`config.mk`:
```
export PLATFORM = sky130hd
export DESIGN_NAME = tpc_trigger_port_controller
export DESIGN_NICKNAME = d
export VERILOG_FILES = /design/src/design/tpc_pkg.sv /design/src/design/tpc_port_cell.sv /design/src/design/tpc_trigger_port_controller.sv
export SDC_FILE = /design/constraint.sdc
export NUM_CORES = 1
export LEC_CHECK = 0
export BUFFER_PORTS_ARGS = -buffer_cell sky130_fd_sc_hd__buf_2
export CAP_MARGIN = 20
export CORE_ASPECT_RATIO = 0.8
export CORE_MARGIN = 4
export CORE_UTILIZATION = 57
export DETAILED_ROUTE_END_ITERATION = 6
export PLACE_DENSITY = 0.83
export SYNTH_ARGS = -nofsm -noshare
export SYNTH_HDL_FRONTEND = slang
export SYNTH_SLANG_ARGS = --single-unit
```
`constraint.sdc`:
```
create_clock -name core_clk -period 3.7 [get_ports core_clk]
set_input_delay 1.11 -clock core_clk [delete_from_list [all_inputs] [get_ports core_clk]]
set_output_delay 1.11 -clock core_clk [all_outputs]
set_load 0.03 [all_outputs]
```
`src/design/tpc_pkg.sv`:
```
// Package for the trigger port controller: command layout, port setup, codes, timing.
// Assumes a single core clock and commands already decoded by the command parser.
package tpc_pkg;

	// Sizes
	localparam int NUM_PORTS = 8;
	localparam int PORT_W    = 3;
	localparam int WAIT_W    = 16;

	// Timing: pause time is counted in microseconds
	localparam int CLK_PERIOD_NS = 20;
	localparam int WAIT_UNIT_NS  = 1000;
	localparam int UNIT_CYC      = (WAIT_UNIT_NS + CLK_PERIOD_NS - 1) / CLK_PERIOD_NS;
	localparam int PRE_W         = $clog2(UNIT_CYC);
	localparam logic [PRE_W-1:0] PRE_RELOAD = PRE_W'(UNIT_CYC - 1);

	// Terminal roles, trigger types, polarity and modes
	localparam logic [1:0] TERM_IN   = 2'h1;
	localparam logic [1:0] TERM_OUT  = 2'h2;
	localparam logic [1:0] TYPE_NONE = 2'h0;
	localparam logic [1:0] TYPE_1    = 2'h1;
	localparam logic [1:0] TYPE_2    = 2'h2;
	localparam logic [1:0] TYPE_3    = 2'h3;
	localparam logic       POL_POS   = 1'h1;
	localparam logic       MODE_GATE = 1'h1;
	localparam logic       SWEEP_LAST = 1'h1;

	// Completion output index: type 1 meas done, type 2 step setup, type 3 step meas
	localparam int COMP_MEAS   = 0;
	localparam int COMP_SETUP  = 1;
	localparam int COMP_STEP   = 2;
	localparam int NUM_COMP    = 3;

	typedef enum logic [3:0] {
		op_nop                  = 4'h0,
		port_configure_cmd      = 4'h1,
		port_clear_cmd          = 4'h2,
		sweep_ignore_select_cmd = 4'h3,
		step_setup_out_type_cmd = 4'h4,
		meas_done_out_type_cmd  = 4'h5,
		step_meas_out_type_cmd  = 4'h6,
		trig_mode_cmd           = 4'h7,
		send_trigger_cmd        = 4'h8,
		port_send_trigger_cmd   = 4'h9,
		wait_trigger_cmd        = 4'ha,
		port_wait_trigger_cmd   = 4'hb,
		pause_cmd               = 4'hc,
		port_pause_cmd          = 4'hd
	} tpc_op_type;

	typedef enum logic [2:0] {
		st_idle       = 3'b000,
		st_wait_ext   = 3'b001,
		st_wait_port  = 3'b010,
		st_pause      = 3'b011,
		st_pause_port = 3'b100
	} tpc_state_type;

	typedef struct packed {
		logic              used;
		logic [1:0]        terminal;
		logic              polarity;
		logic [1:0]        ttype;
	} tpc_port_cfg_type;

	typedef struct packed {
		logic              valid;
		tpc_op_type        op;
		logic [PORT_W-1:0] port;
		logic [1:0]        terminal;
		logic              polarity;
		logic [1:0]        ttype;
		logic              mode;
		logic              has_level;
		logic              level;
		logic [NUM_PORTS-1:0] port_mask;
		logic [WAIT_W-1:0] wait_time;
	} tpc_cmd_type;

endpackage

```
`src/design/tpc_port_cell.sv`:
```
// One trigger port: holds its setup, detects input edges, drives its output.
// Assumes the pin input is synchronous to core_clk.
`timescale 1ns/1ps
module tpc_port_cell (
	input  wire logic                      core_clk,
	input  wire logic                      sys_rst,
	input  wire logic                      cfg_wr,
	input  wire logic                      cfg_clr,
	input  wire tpc_pkg::tpc_port_cfg_type cfg_in,
	input  wire logic                      send_pulse,
	input  wire logic                      send_level_en,
	input  wire logic                      send_level,
	input  wire logic [2:0]                comp_pulse,
	input  wire logic [2:0]                comp_level,
	input  wire logic [2:0]                comp_is_gate,
	input  wire logic                      pin_in,
	output tpc_pkg::tpc_port_cfg_type      cfg,
	output logic                           fire,
	output logic                           pin_out,
	output logic                           pin_oe_n
);
	import tpc_pkg::*;

	tpc_port_cfg_type cfg_reg, cfg_next;
	logic             prev_reg, hold_en_reg, hold_en_next, hold_lvl_reg, hold_lvl_next;
	logic             out_reg, out_next, oe_n_reg, oe_n_next;
	logic             is_out, comp_now;
	logic [1:0]       cidx;

	// Setup, held level and pin drive
	always_comb begin
		cfg_next      = cfg_reg;
		hold_en_next  = hold_en_reg;
		hold_lvl_next = hold_lvl_reg;
		if (cfg_clr) begin
			cfg_next     = '0;
			hold_en_next = 1'b0;
		end else if (cfg_wr) begin
			cfg_next     = cfg_in;
			hold_en_next = 1'b0;
		end else if (send_level_en) begin
			hold_en_next  = 1'b1;
			hold_lvl_next = send_level;
		end else if (send_pulse) begin
			hold_en_next = 1'b0;
		end
		is_out   = cfg_reg.used && (cfg_reg.terminal == TERM_OUT);
		cidx     = cfg_reg.ttype - 2'h1;
		comp_now = (cfg_reg.ttype != TYPE_NONE) &&
			(comp_is_gate[cidx] ? comp_level[cidx] : comp_pulse[cidx]);
		if (!is_out)
			out_next = 1'b0;
		else if (hold_en_next)
			out_next = hold_lvl_next;
		else
			out_next = (send_pulse || comp_now) ? cfg_reg.polarity : ~cfg_reg.polarity;
		oe_n_next = ~is_out;
	end

	// Registers
	always_ff @(posedge core_clk) begin
		if (sys_rst) begin
			cfg_reg      <= '0;
			prev_reg     <= 1'b0;
			hold_en_reg  <= 1'b0;
			hold_lvl_reg <= 1'b0;
			out_reg      <= 1'b0;
			oe_n_reg     <= 1'b1;
		end else begin
			cfg_reg      <= cfg_next;
			prev_reg     <= pin_in;
			hold_en_reg  <= hold_en_next;
			hold_lvl_reg <= hold_lvl_next;
			out_reg      <= out_next;
			oe_n_reg     <= oe_n_next;
		end
	end

	// Input edge toward the active polarity
	assign fire     = cfg_reg.used && (cfg_reg.terminal == TERM_IN) &&
		(pin_in == cfg_reg.polarity) && (prev_reg != cfg_reg.polarity);
	assign cfg      = cfg_reg;
	assign pin_out  = out_reg;
	assign pin_oe_n = oe_n_reg;

endmodule

```
`src/design/tpc_trigger_port_controller.sv`:
```
// Trigger port controller: executes decoded trigger commands, runs eight ports.
// Assumes one command per cycle offered while cmd_ready is high; all pins synchronous.
//
// What this block does
// - Eight trigger ports, each set up independently for its own purpose.
// - Configure command gives a port role, polarity and optional trigger type.
// - Clear command wipes setup of listed ports; empty list clears all.
// - Sweep-ignore select picks first or last step ignoring step-start input.
// - Step-setup output type command selects edge or gate.
// - Measurement-done output type command selects edge or gate.
// - Step-measurement output type command selects edge or gate.
// - Type 1 triggers act only once external-trigger mode is selected.
// - Send-trigger emits one pulse on the dedicated trigger output.
// - Port send-trigger emits on the given port, using level when given.
// - Wait-trigger stalls until the dedicated input sees a trigger.
// - Port wait-trigger stalls until the given port sees a trigger.
// - Pause holds until time expires, or earlier dedicated trigger in external mode.
// - Port pause holds until time expires, or earlier port trigger in external mode.
// - External mode: trigger ends a pause, or starts a measurement when idle.
`timescale 1ns/1ps
module tpc_trigger_port_controller (
	input  wire logic                    core_clk,
	input  wire logic                    sys_rst,
	input  wire tpc_pkg::tpc_cmd_type    cmd,
	input  wire logic                    ext_trig_in,
	input  wire logic [7:0]              port_in,
	input  wire logic                    step_setup_cond,
	input  wire logic                    meas_cond,
	input  wire logic                    step_meas_cond,
	input  wire logic                    sweep_first_step,
	input  wire logic                    sweep_last_step,
	output logic                         cmd_ready,
	output logic                         cmd_reject,
	output logic                         ext_trig_out,
	output logic [7:0]                   port_out,
	output logic [7:0]                   port_oe_n,
	output logic                         meas_start,
	output logic                         step_start,
	output logic                         sweep_ignore_last,
	output logic                         external_trigger_mode
);
	import tpc_pkg::*;

	tpc_state_type          state_reg, state_next;
	logic [WAIT_W-1:0]      wait_reg, wait_next;
	logic [PRE_W-1:0]       pre_reg, pre_next;
	logic [PORT_W-1:0]      sel_reg, sel_next;
	logic                   mode_reg, mode_next, sweep_reg, sweep_next;
	logic [NUM_COMP-1:0]    gate_reg, gate_next, cond_prev_reg;
	logic                   ext_prev_reg, ready_reg, ready_next, reject_reg, reject_next;
	logic                   trig_out_reg, trig_out_next, meas_reg, meas_next, step_reg, step_next;
	logic [NUM_COMP-1:0]    cond_now, comp_pulse;
	logic                   accept, ext_fire, type1_fire, step_fire, sel_fire, sel_in, end_wait;
	logic [NUM_PORTS-1:0]   fire, cfg_wr, cfg_clr, send_p, send_l, used_vec, t1_in, t2_in, is_in;
	tpc_port_cfg_type [NUM_PORTS-1:0] port_cfg;
	tpc_port_cfg_type       cfg_cmd;

	// Completion conditions and their rising edges
	assign cond_now   = {step_meas_cond, step_setup_cond, meas_cond};
	assign comp_pulse = cond_now & ~cond_prev_reg;
	assign ext_fire   = ext_trig_in && !ext_prev_reg;
	assign accept     = cmd.valid && ready_reg;
	assign cfg_cmd    = '{used: 1'b1, terminal: cmd.terminal, polarity: cmd.polarity, ttype: cmd.ttype};

	// Per-port strobes and classification
	genvar gi;
	generate
		for (gi = 0; gi < NUM_PORTS; gi++) begin : g_port
			assign cfg_wr[gi]  = accept && (cmd.op == port_configure_cmd) && (cmd.port == PORT_W'(gi));
			assign cfg_clr[gi] = accept && (cmd.op == port_clear_cmd) &&
				((cmd.port_mask == '0) || cmd.port_mask[gi]);
			assign send_p[gi]  = accept && (cmd.op == port_send_trigger_cmd) && (cmd.port == PORT_W'(gi));
			assign send_l[gi]  = send_p[gi] && cmd.has_level;
			assign used_vec[gi] = port_cfg[gi].used;
			assign is_in[gi]   = port_cfg[gi].used && (port_cfg[gi].terminal == TERM_IN);
			assign t1_in[gi]   = is_in[gi] && (port_cfg[gi].ttype == TYPE_1);
			assign t2_in[gi]   = is_in[gi] && (port_cfg[gi].ttype == TYPE_2);
			tpc_port_cell u_cell (
				.core_clk      (core_clk),
				.sys_rst       (sys_rst),
				.cfg_wr        (cfg_wr[gi]),
				.cfg_clr       (cfg_clr[gi]),
				.cfg_in        (cfg_cmd),
				.send_pulse    (send_p[gi]),
				.send_level_en (send_l[gi]),
				.send_level    (cmd.level),
				.comp_pulse    (comp_pulse),
				.comp_level    (cond_now),
				.comp_is_gate  (gate_reg),
				.pin_in        (port_in[gi]),
				.cfg           (port_cfg[gi]),
				.fire          (fire[gi]),
				.pin_out       (port_out[gi]),
				.pin_oe_n      (port_oe_n[gi])
			);
		end
	endgenerate

	assign type1_fire = |(fire & t1_in);
	assign step_fire  = |(fire & t2_in);
	assign sel_fire   = fire[sel_reg];
	assign sel_in     = is_in[cmd.port];

	// Command execution and stall state
	always_comb begin
		state_next    = state_reg;
		wait_next     = wait_reg;
		pre_next      = pre_reg;
		sel_next      = sel_reg;
		mode_next     = mode_reg;
		sweep_next    = sweep_reg;
		gate_next     = gate_reg;
		reject_next   = 1'b0;
		trig_out_next = 1'b0;
		end_wait      = 1'b0;
		case (state_reg)
			st_idle: begin
				if (accept) begin
					case (cmd.op)
						sweep_ignore_select_cmd: sweep_next = cmd.mode;
						step_setup_out_type_cmd: gate_next[COMP_SETUP] = cmd.mode;
						meas_done_out_type_cmd: gate_next[COMP_MEAS] = cmd.mode;
						step_meas_out_type_cmd: gate_next[COMP_STEP] = cmd.mode;
						trig_mode_cmd: mode_next = cmd.mode;
						send_trigger_cmd: trig_out_next = 1'b1;
						port_send_trigger_cmd: begin
							reject_next = !(port_cfg[cmd.port].used &&
								port_cfg[cmd.port].terminal == TERM_OUT);
						end
						wait_trigger_cmd: state_next = st_wait_ext;
						port_wait_trigger_cmd: begin
							if (sel_in) begin
								state_next = st_wait_port;
								sel_next   = cmd.port;
							end else begin
								reject_next = 1'b1;
							end
						end
						pause_cmd, port_pause_cmd: begin
							state_next = (cmd.op == pause_cmd) ? st_pause : st_pause_port;
							sel_next   = cmd.port;
							wait_next  = cmd.wait_time;
							pre_next   = PRE_RELOAD;
						end
						default: ;
					endcase
				end
			end
			st_wait_ext: end_wait = ext_fire;
			st_wait_port: end_wait = sel_fire;
			st_pause, st_pause_port: begin
				if (mode_reg && ((state_reg == st_pause) ? ext_fire : sel_fire)) begin
					end_wait = 1'b1;
				end else if (wait_reg == '0) begin
					end_wait = 1'b1;
				end else if (pre_reg == '0) begin
					pre_next  = PRE_RELOAD;
					wait_next = wait_reg - WAIT_W'(1);
				end else begin
					pre_next = pre_reg - PRE_W'(1);
				end
			end
			default: state_next = st_idle;
		endcase
		if (end_wait)
			state_next = st_idle;
		ready_next = (state_next == st_idle);
		// Idle trigger in external mode starts a measurement
		meas_next  = mode_reg && (state_reg == st_idle) && (ext_fire || type1_fire);
		step_next  = step_fire && !((sweep_reg == SWEEP_LAST) ? sweep_last_step : sweep_first_step);
	end

	// State registers
	always_ff @(posedge core_clk) begin
		if (sys_rst) begin
			state_reg     <= st_idle;
			wait_reg      <= '0;
			pre_reg       <= '0;
			sel_reg       <= '0;
			mode_reg      <= 1'b0;
			sweep_reg     <= 1'b0;
			gate_reg      <= '0;
			cond_prev_reg <= '0;
			ext_prev_reg  <= 1'b0;
			ready_reg     <= 1'b1;
			reject_reg    <= 1'b0;
			trig_out_reg  <= 1'b0;
			meas_reg      <= 1'b0;
			step_reg      <= 1'b0;
		end else begin
			state_reg     <= state_next;
			wait_reg      <= wait_next;
			pre_reg       <= pre_next;
			sel_reg       <= sel_next;
			mode_reg      <= mode_next;
			sweep_reg     <= sweep_next;
			gate_reg      <= gate_next;
			cond_prev_reg <= cond_now;
			ext_prev_reg  <= ext_trig_in;
			ready_reg     <= ready_next;
			reject_reg    <= reject_next;
			trig_out_reg  <= trig_out_next;
			meas_reg      <= meas_next;
			step_reg      <= step_next;
		end
	end

	// Outputs straight from registers
	assign cmd_ready             = ready_reg;
	assign cmd_reject            = reject_reg;
	assign ext_trig_out          = trig_out_reg;
	assign meas_start            = meas_reg;
	assign step_start            = step_reg;
	assign sweep_ignore_last     = sweep_reg;
	assign external_trigger_mode = mode_reg;
endmodule

```
# Word level (Yosys, flattened, before mapping)
# Index checks and enable logic that the tools add are counted.
# totals
reg_bits,130
inputBits,56
out_inout_bits,23
# classes
addsub,10
order_cmp,10
eq_ne,79
n_mux,162
bitwise,22
n_reduce_logical,164
# ops
op,count
2-to-1 mux 1 bit,112
logical AND 1 bit,98
2-to-1 mux 16 bit,5
binary-select mux 1 bit (select 2 bit),24
2-to-1 mux 6 bit,6
OR reduction 2 bit,18
== test 2 bit (second input constant),17
== test 2 x 1 -> 1 bit (second input constant),16
one-hot mux 16 bit (2 select lines),1
== test 4 bit (second input constant),6
less-than comparator 2 x 3 -> 1 bit (second input constant),8
nonzero test 2 bit,10
binary-select mux 6 bit (select 3 bit),1
NOT 1 bit,18
logical OR 1 bit,17
bitwise AND 8 bit,2
== test 4 x 3 -> 1 bit (second input constant),4
zero test 16 bit,1
OR reduction 8 bit,2
subtractor 16 x 1 -> 16 bit (second input constant),1
subtractor 2 x 1 -> 2 bit (second input constant),8
== test 3 bit (second input constant),5
2-to-1 mux 3 bit,5
AND reduction 3 bit,5
27 further kinds,57

# Logic depth before layout (Yosys ltp)
# depth
depth_word,12
mapped_depth,10
mapped_depth_nobuf,9

# By module
# From an unflattened synthesis, not the netlist that was laid out.
# hier_totals
hier_cells,903
area_unflattened_um2,7502.2
# modules_own_cells
mod,n_inst,cells_per_inst,area_each_um2,seq_area_each_um2
tpc_port_cell,8,56,514.2,220.2
tpc_trigger_port_controller,1,455,3388.2,840.8

# Least setup slack after synthesis
# OpenSTA, ideal clock, no wires.
# synth_timing
path_kind,input to register
from,in port_in[7]
to,reg wait_reg[11]
setup_ps,138
arrival_ps,2855
required_time_ps,3562
path_slack_ps,707
stages,8
path_buffers,1
path_cell_list,or3b_1 -> a211oi_2 -> mux2i_1 -> mux4_2 -> o211a_1 -> buf_6 -> a21oi_1 -> a211oi_1
# synth_via
elab_chain_cells,9
# synth_rtl
item,line,rtl
start: declaration,tpc_trigger_port_controller.sv:26,"input wire logic [7:0] port_in,"
== test 1 bit,tpc_port_cell.sv:81,(pin_in == cfg_reg.polarity) && (prev_reg != cfg_reg.polarity);
logical AND 1 bit,tpc_port_cell.sv:80,assign fire = cfg_reg.used && (cfg_reg.terminal == TERM_IN) &&
logical AND 1 bit,tpc_port_cell.sv:81,
binary-select mux 1 bit (select 3 bit),tpc_trigger_port_controller.sv:101,assign sel_fire = fire[sel_reg];
2-to-1 mux 1 bit (not written as such),tpc_trigger_port_controller.sv:101,
2-to-1 mux 1 bit,tpc_trigger_port_controller.sv:152,if (mode_reg && ((state_reg == st_pause) ? ext_fire : sel_fire)) begin
logical AND 1 bit,tpc_trigger_port_controller.sv:152,
!= test 2 bit (no line),-,
AND reduction 6 bit (no line),-,
end signal: assignment,tpc_trigger_port_controller.sv:192,wait_reg <= wait_next;
end: declaration,tpc_trigger_port_controller.sv:45,"logic [WAIT_W-1:0] wait_reg, wait_next;"
# No other way between the ends. The select of a mux whose other input is x is not followed.
# A chain may end at the register's enable or synchronous reset.

# Worst setup path in the final report
# layout_timing
from,in port_in[7]
to,reg pre_reg[3]
# layout_via
elab_chain_cells,9
# layout_rtl
item,line,rtl
== test 1 bit,tpc_port_cell.sv:81,
logical AND 1 bit,tpc_port_cell.sv:80,
logical AND 1 bit,tpc_port_cell.sv:81,
binary-select mux 1 bit (select 3 bit),tpc_trigger_port_controller.sv:101,
2-to-1 mux 1 bit (not written as such),tpc_trigger_port_controller.sv:101,
2-to-1 mux 1 bit,tpc_trigger_port_controller.sv:152,
logical AND 1 bit,tpc_trigger_port_controller.sv:152,
!= test 2 bit (no line),-,
AND reduction 5 bit (no line),-,
end signal: assignment,tpc_trigger_port_controller.sv:193,pre_reg <= pre_next;
end: declaration,tpc_trigger_port_controller.sv:46,"logic [PRE_W-1:0] pre_reg, pre_next;"
# No other way between the ends. The select of a mux whose other input is x is not followed.

==> results.toml <==
[worst_setup_path]
r2r-end = "pre_reg[3]$_SDFFE_PP0P_"
rr_worst_depth = 7
rrSetupSlack_ns = 0.96
crit_required_ns = 4.03
cp-start-kind = "primary input"
cp-end-kind = "flip-flop"
crit_fanout = 6
arrival_ns = 3.50
rr_startpoint = "g_port[7].u_cell.cfg[2]$_SDFFE_PP0P_"
path_class = "in2reg"

[power]
pwr-share-seq_pct = 40.3
swShare_pct = 23.3
internal_power_mw = 2.74
power_frac_comb_pct = 7.8
clockPowerShare_pct = 51.8
p_leak_nw = 3.14
ir_drop_v = 0.000323
power.density_nw_per_um2 = 443
switchingPower_mw = 0.834

[timing]
fin_worst_skew_ns = 0.0109
slew_headroom_pct = 34.4
maxSlewViolCount = 0
worstMarginPinSlew_ns = 0.977
rsz0062_at_grt = "no"
period_needed_ns = 3.17
timing.final.crit_share_pct = 85.6
final_hold_viol_count = 0
fmax_mhz = 316
tns_ns = 0
setup_violations = 0

[floorplanning]
pin_count = 79
core_um2 = 11700
dieHeight_um = 107
die_area_um2 = 14000
start_util_pct = 59.4
die_w_um = 131
num_rows = 35

[global_route]
first_global_vias = 5733
grt_pass1_wl_mm = 29.4
track_usage_pct = 26.2
grt_max_degree = 50
grt_antenna_before_repair = 0
grt_overflow = 0

[synth]
syn_inst = 832
synth_nets = 915
synth.avg_cell_area_um2 = 8.34
synth_enable_flop_cells = 0
synth-main-ff-cell = "dfxtp_1"
synth.top_cell.area_share_pct = 37.5
synth_area_um2 = 6940
synthTopCellsByCount = "130 x dfxtp_1, 103 x nor2_1, 71 x nand2_1"
synth.distinct_cells = 70
yosysMostFrequentCell = "dfxtp_1"
async_flop_share_pct = 0
yosys.area.top_type = "dfxtp_1"
synthTopCellsByArea = "dfxtp_1 37%, mux2i_1 6.2%, nor2_1 5.6%, ha_1 4.9%, a21oi_1 4.8%"
ys_seq_area_share_pct = 37.5
yosysWarnings = 0
ys_ff_latch = 130

[detailed_routing]
drc = 7
via_per_inst = 5.91
routed_wl_mm = 18.4
wl_per_cell_um = 17.5
drt.antenna.violating_nets = 0
route.vias.total = 6229
drtIter0Drc = 732
dr.pass1.iters = 7

[placement]
io_buffers = 78
place.gp.congestion = 0.987
dpl.hpwl_mm = 13.3

[clocking]
insertion_delay_ns = 0.42
clk_path_buf_depth = 2
tritoncts = "done"
post_cts_resized = 0
post_cts_buffers = 0
clk_pin_slew_ns = 0.06
cts_made_buffers = 17
hold_buffers = 0
htreeDepth = 4
cts_sinks = 130
cts-root-buf = "clkbuf_16"

[run_status]
status = "finished with violations"
failed_checks = "design-rule violations"

[hold_path]
min_path_cells = 2
hold_path_class = "reg2reg"
hold_start = "g_port[4].u_cell.cfg[1]$_SDFFE_PP0P_"
hold-path-endpoint = "g_port[4].u_cell.cfg[1]$_SDFFE_PP0P_"

[finish]
fillers = 892
final_util_pct = 68.9
largest_register_ffs = 48
drive_gt1_share_pct = 18.9
antennaDiodeCount = 0
area_growth_pct = 16.1
nNetsFinal = 976

[flow_run]
maxCapViolCount = 0
-- routing by layer --
metal,GRT usage (%),vias up,part of all wire [%]
met1,36.3,2885,45
li1,-,3031,-
met5,0,-,0
met4,8.40,0,1.9
met3,7.74,35,10
met2,39.3,278,43
-- cells in the final DEF, fill, tap and decap left out, types with 4 or more instances in the layout --
cell type and count:
nand4b_1 6, nor3_1 17, dfxtp_1 130, a211oi_1 9, a211oi_2 5, inv_1 39, buf_4 21, nand3b_1 18
ha_1 27, xor2_1 7, o41ai_1 4, mux4_2 4, o21a_1 5, o31ai_1 4, nor2b_1 25, nand3_1 30
nor2_1 103, bufinv_16 5, o21ai_1 12, or2_2 8, a21oi_1 67, buf_2 78, nand2_1 71, mux2i_1 43
or3_1 8, o21ai_0 25, clkbuf_16 17, nand2b_1 9, and3_1 9, or3b_1 8, a22oi_1 5, mux2_2 11
a21boi_0 4
-- through the flow --
step	hold slack [ns]	total power [mW]	cell area, um^2	std cells	setup WS [ns]
after CTS	0.477	3.58	8060	1054	0.607
after global placement	0.462	1.74	7410	1022	0.289
after global routing	0.489	3.69	8060	1054	0.458
after floorplan	0.444	1.64	6940	832	0.707
final	0.474	3.57	8060	1054	0.534
after detailed placement	0.469	1.74	7410	1022	0.187
-- worst max-delay path by stage --
stage | slack (ns) | startpoint | endpoint | depth (start not counted)
after floorplan | 0.71 | port_in[7] | wait_reg[11]$_SDFFE_PP0P_ | 8
after global placement | 0.29 | port_in[7] | wait_reg[7]$_SDFFE_PP0P_ | 8
after detailed placement | 0.19 | port_in[7] | pre_reg[3]$_SDFFE_PP0P_ | 8
after CTS | 0.61 | port_in[7] | wait_reg[11]$_SDFFE_PP0P_ | 8
after global routing | 0.46 | port_in[7] | pre_reg[3]$_SDFFE_PP0P_ | 8
final | 0.53 | port_in[7] | pre_reg[3]$_SDFFE_PP0P_ | 8
-- critical path, cell delays in order --
cell	delay, ns
buf_2	0.11
or3b_1	0.36
a211oi_2	0.45
mux2i_1	0.16
mux4_2	0.56
o21ai_1	0.40
o21ai_0	0.18
a21oi_1	0.16
-- power by group through the flow --
stage | combinational, mW | clock [mW] | sequential (mW)
floorplan | 0.178 | 0 | 1.47
global placement | 0.265 | 0 | 1.47
detailed placement | 0.270 | 0 | 1.47
CTS | 0.273 | 1.87 | 1.44
global route | 0.305 | 1.94 | 1.44
finish | 0.279 | 1.85 | 1.44
-- cell families after synthesis --
group | after synthesis | synth area share, %
AND/OR/NAND/NOR | 337 | 24.7
AO/OA/AOI/OAI | 174 | 16.2
flip-flops | 130 | 37.5
buffers and inverters | 97 | 6.36
multiplexers | 58 | 9.28
adder cells (fa/ha/maj) | 27 | 4.87
XOR/XNOR | 9 | 1.14
-- final cells by class --
class                      count  area [um^2]  share of cell area [%]
timing repair buffer         100          568                    7.05
clock buffer                  20          447                    5.54
multi-input combinational    605         3910                    48.5
sequential                   130         2600                    32.3
inverter                      39          146                    1.82
clock inverter                12          205                    2.55
tap                          148          185                    2.30
Note: power is estimated with default switching activity, not from simulation.
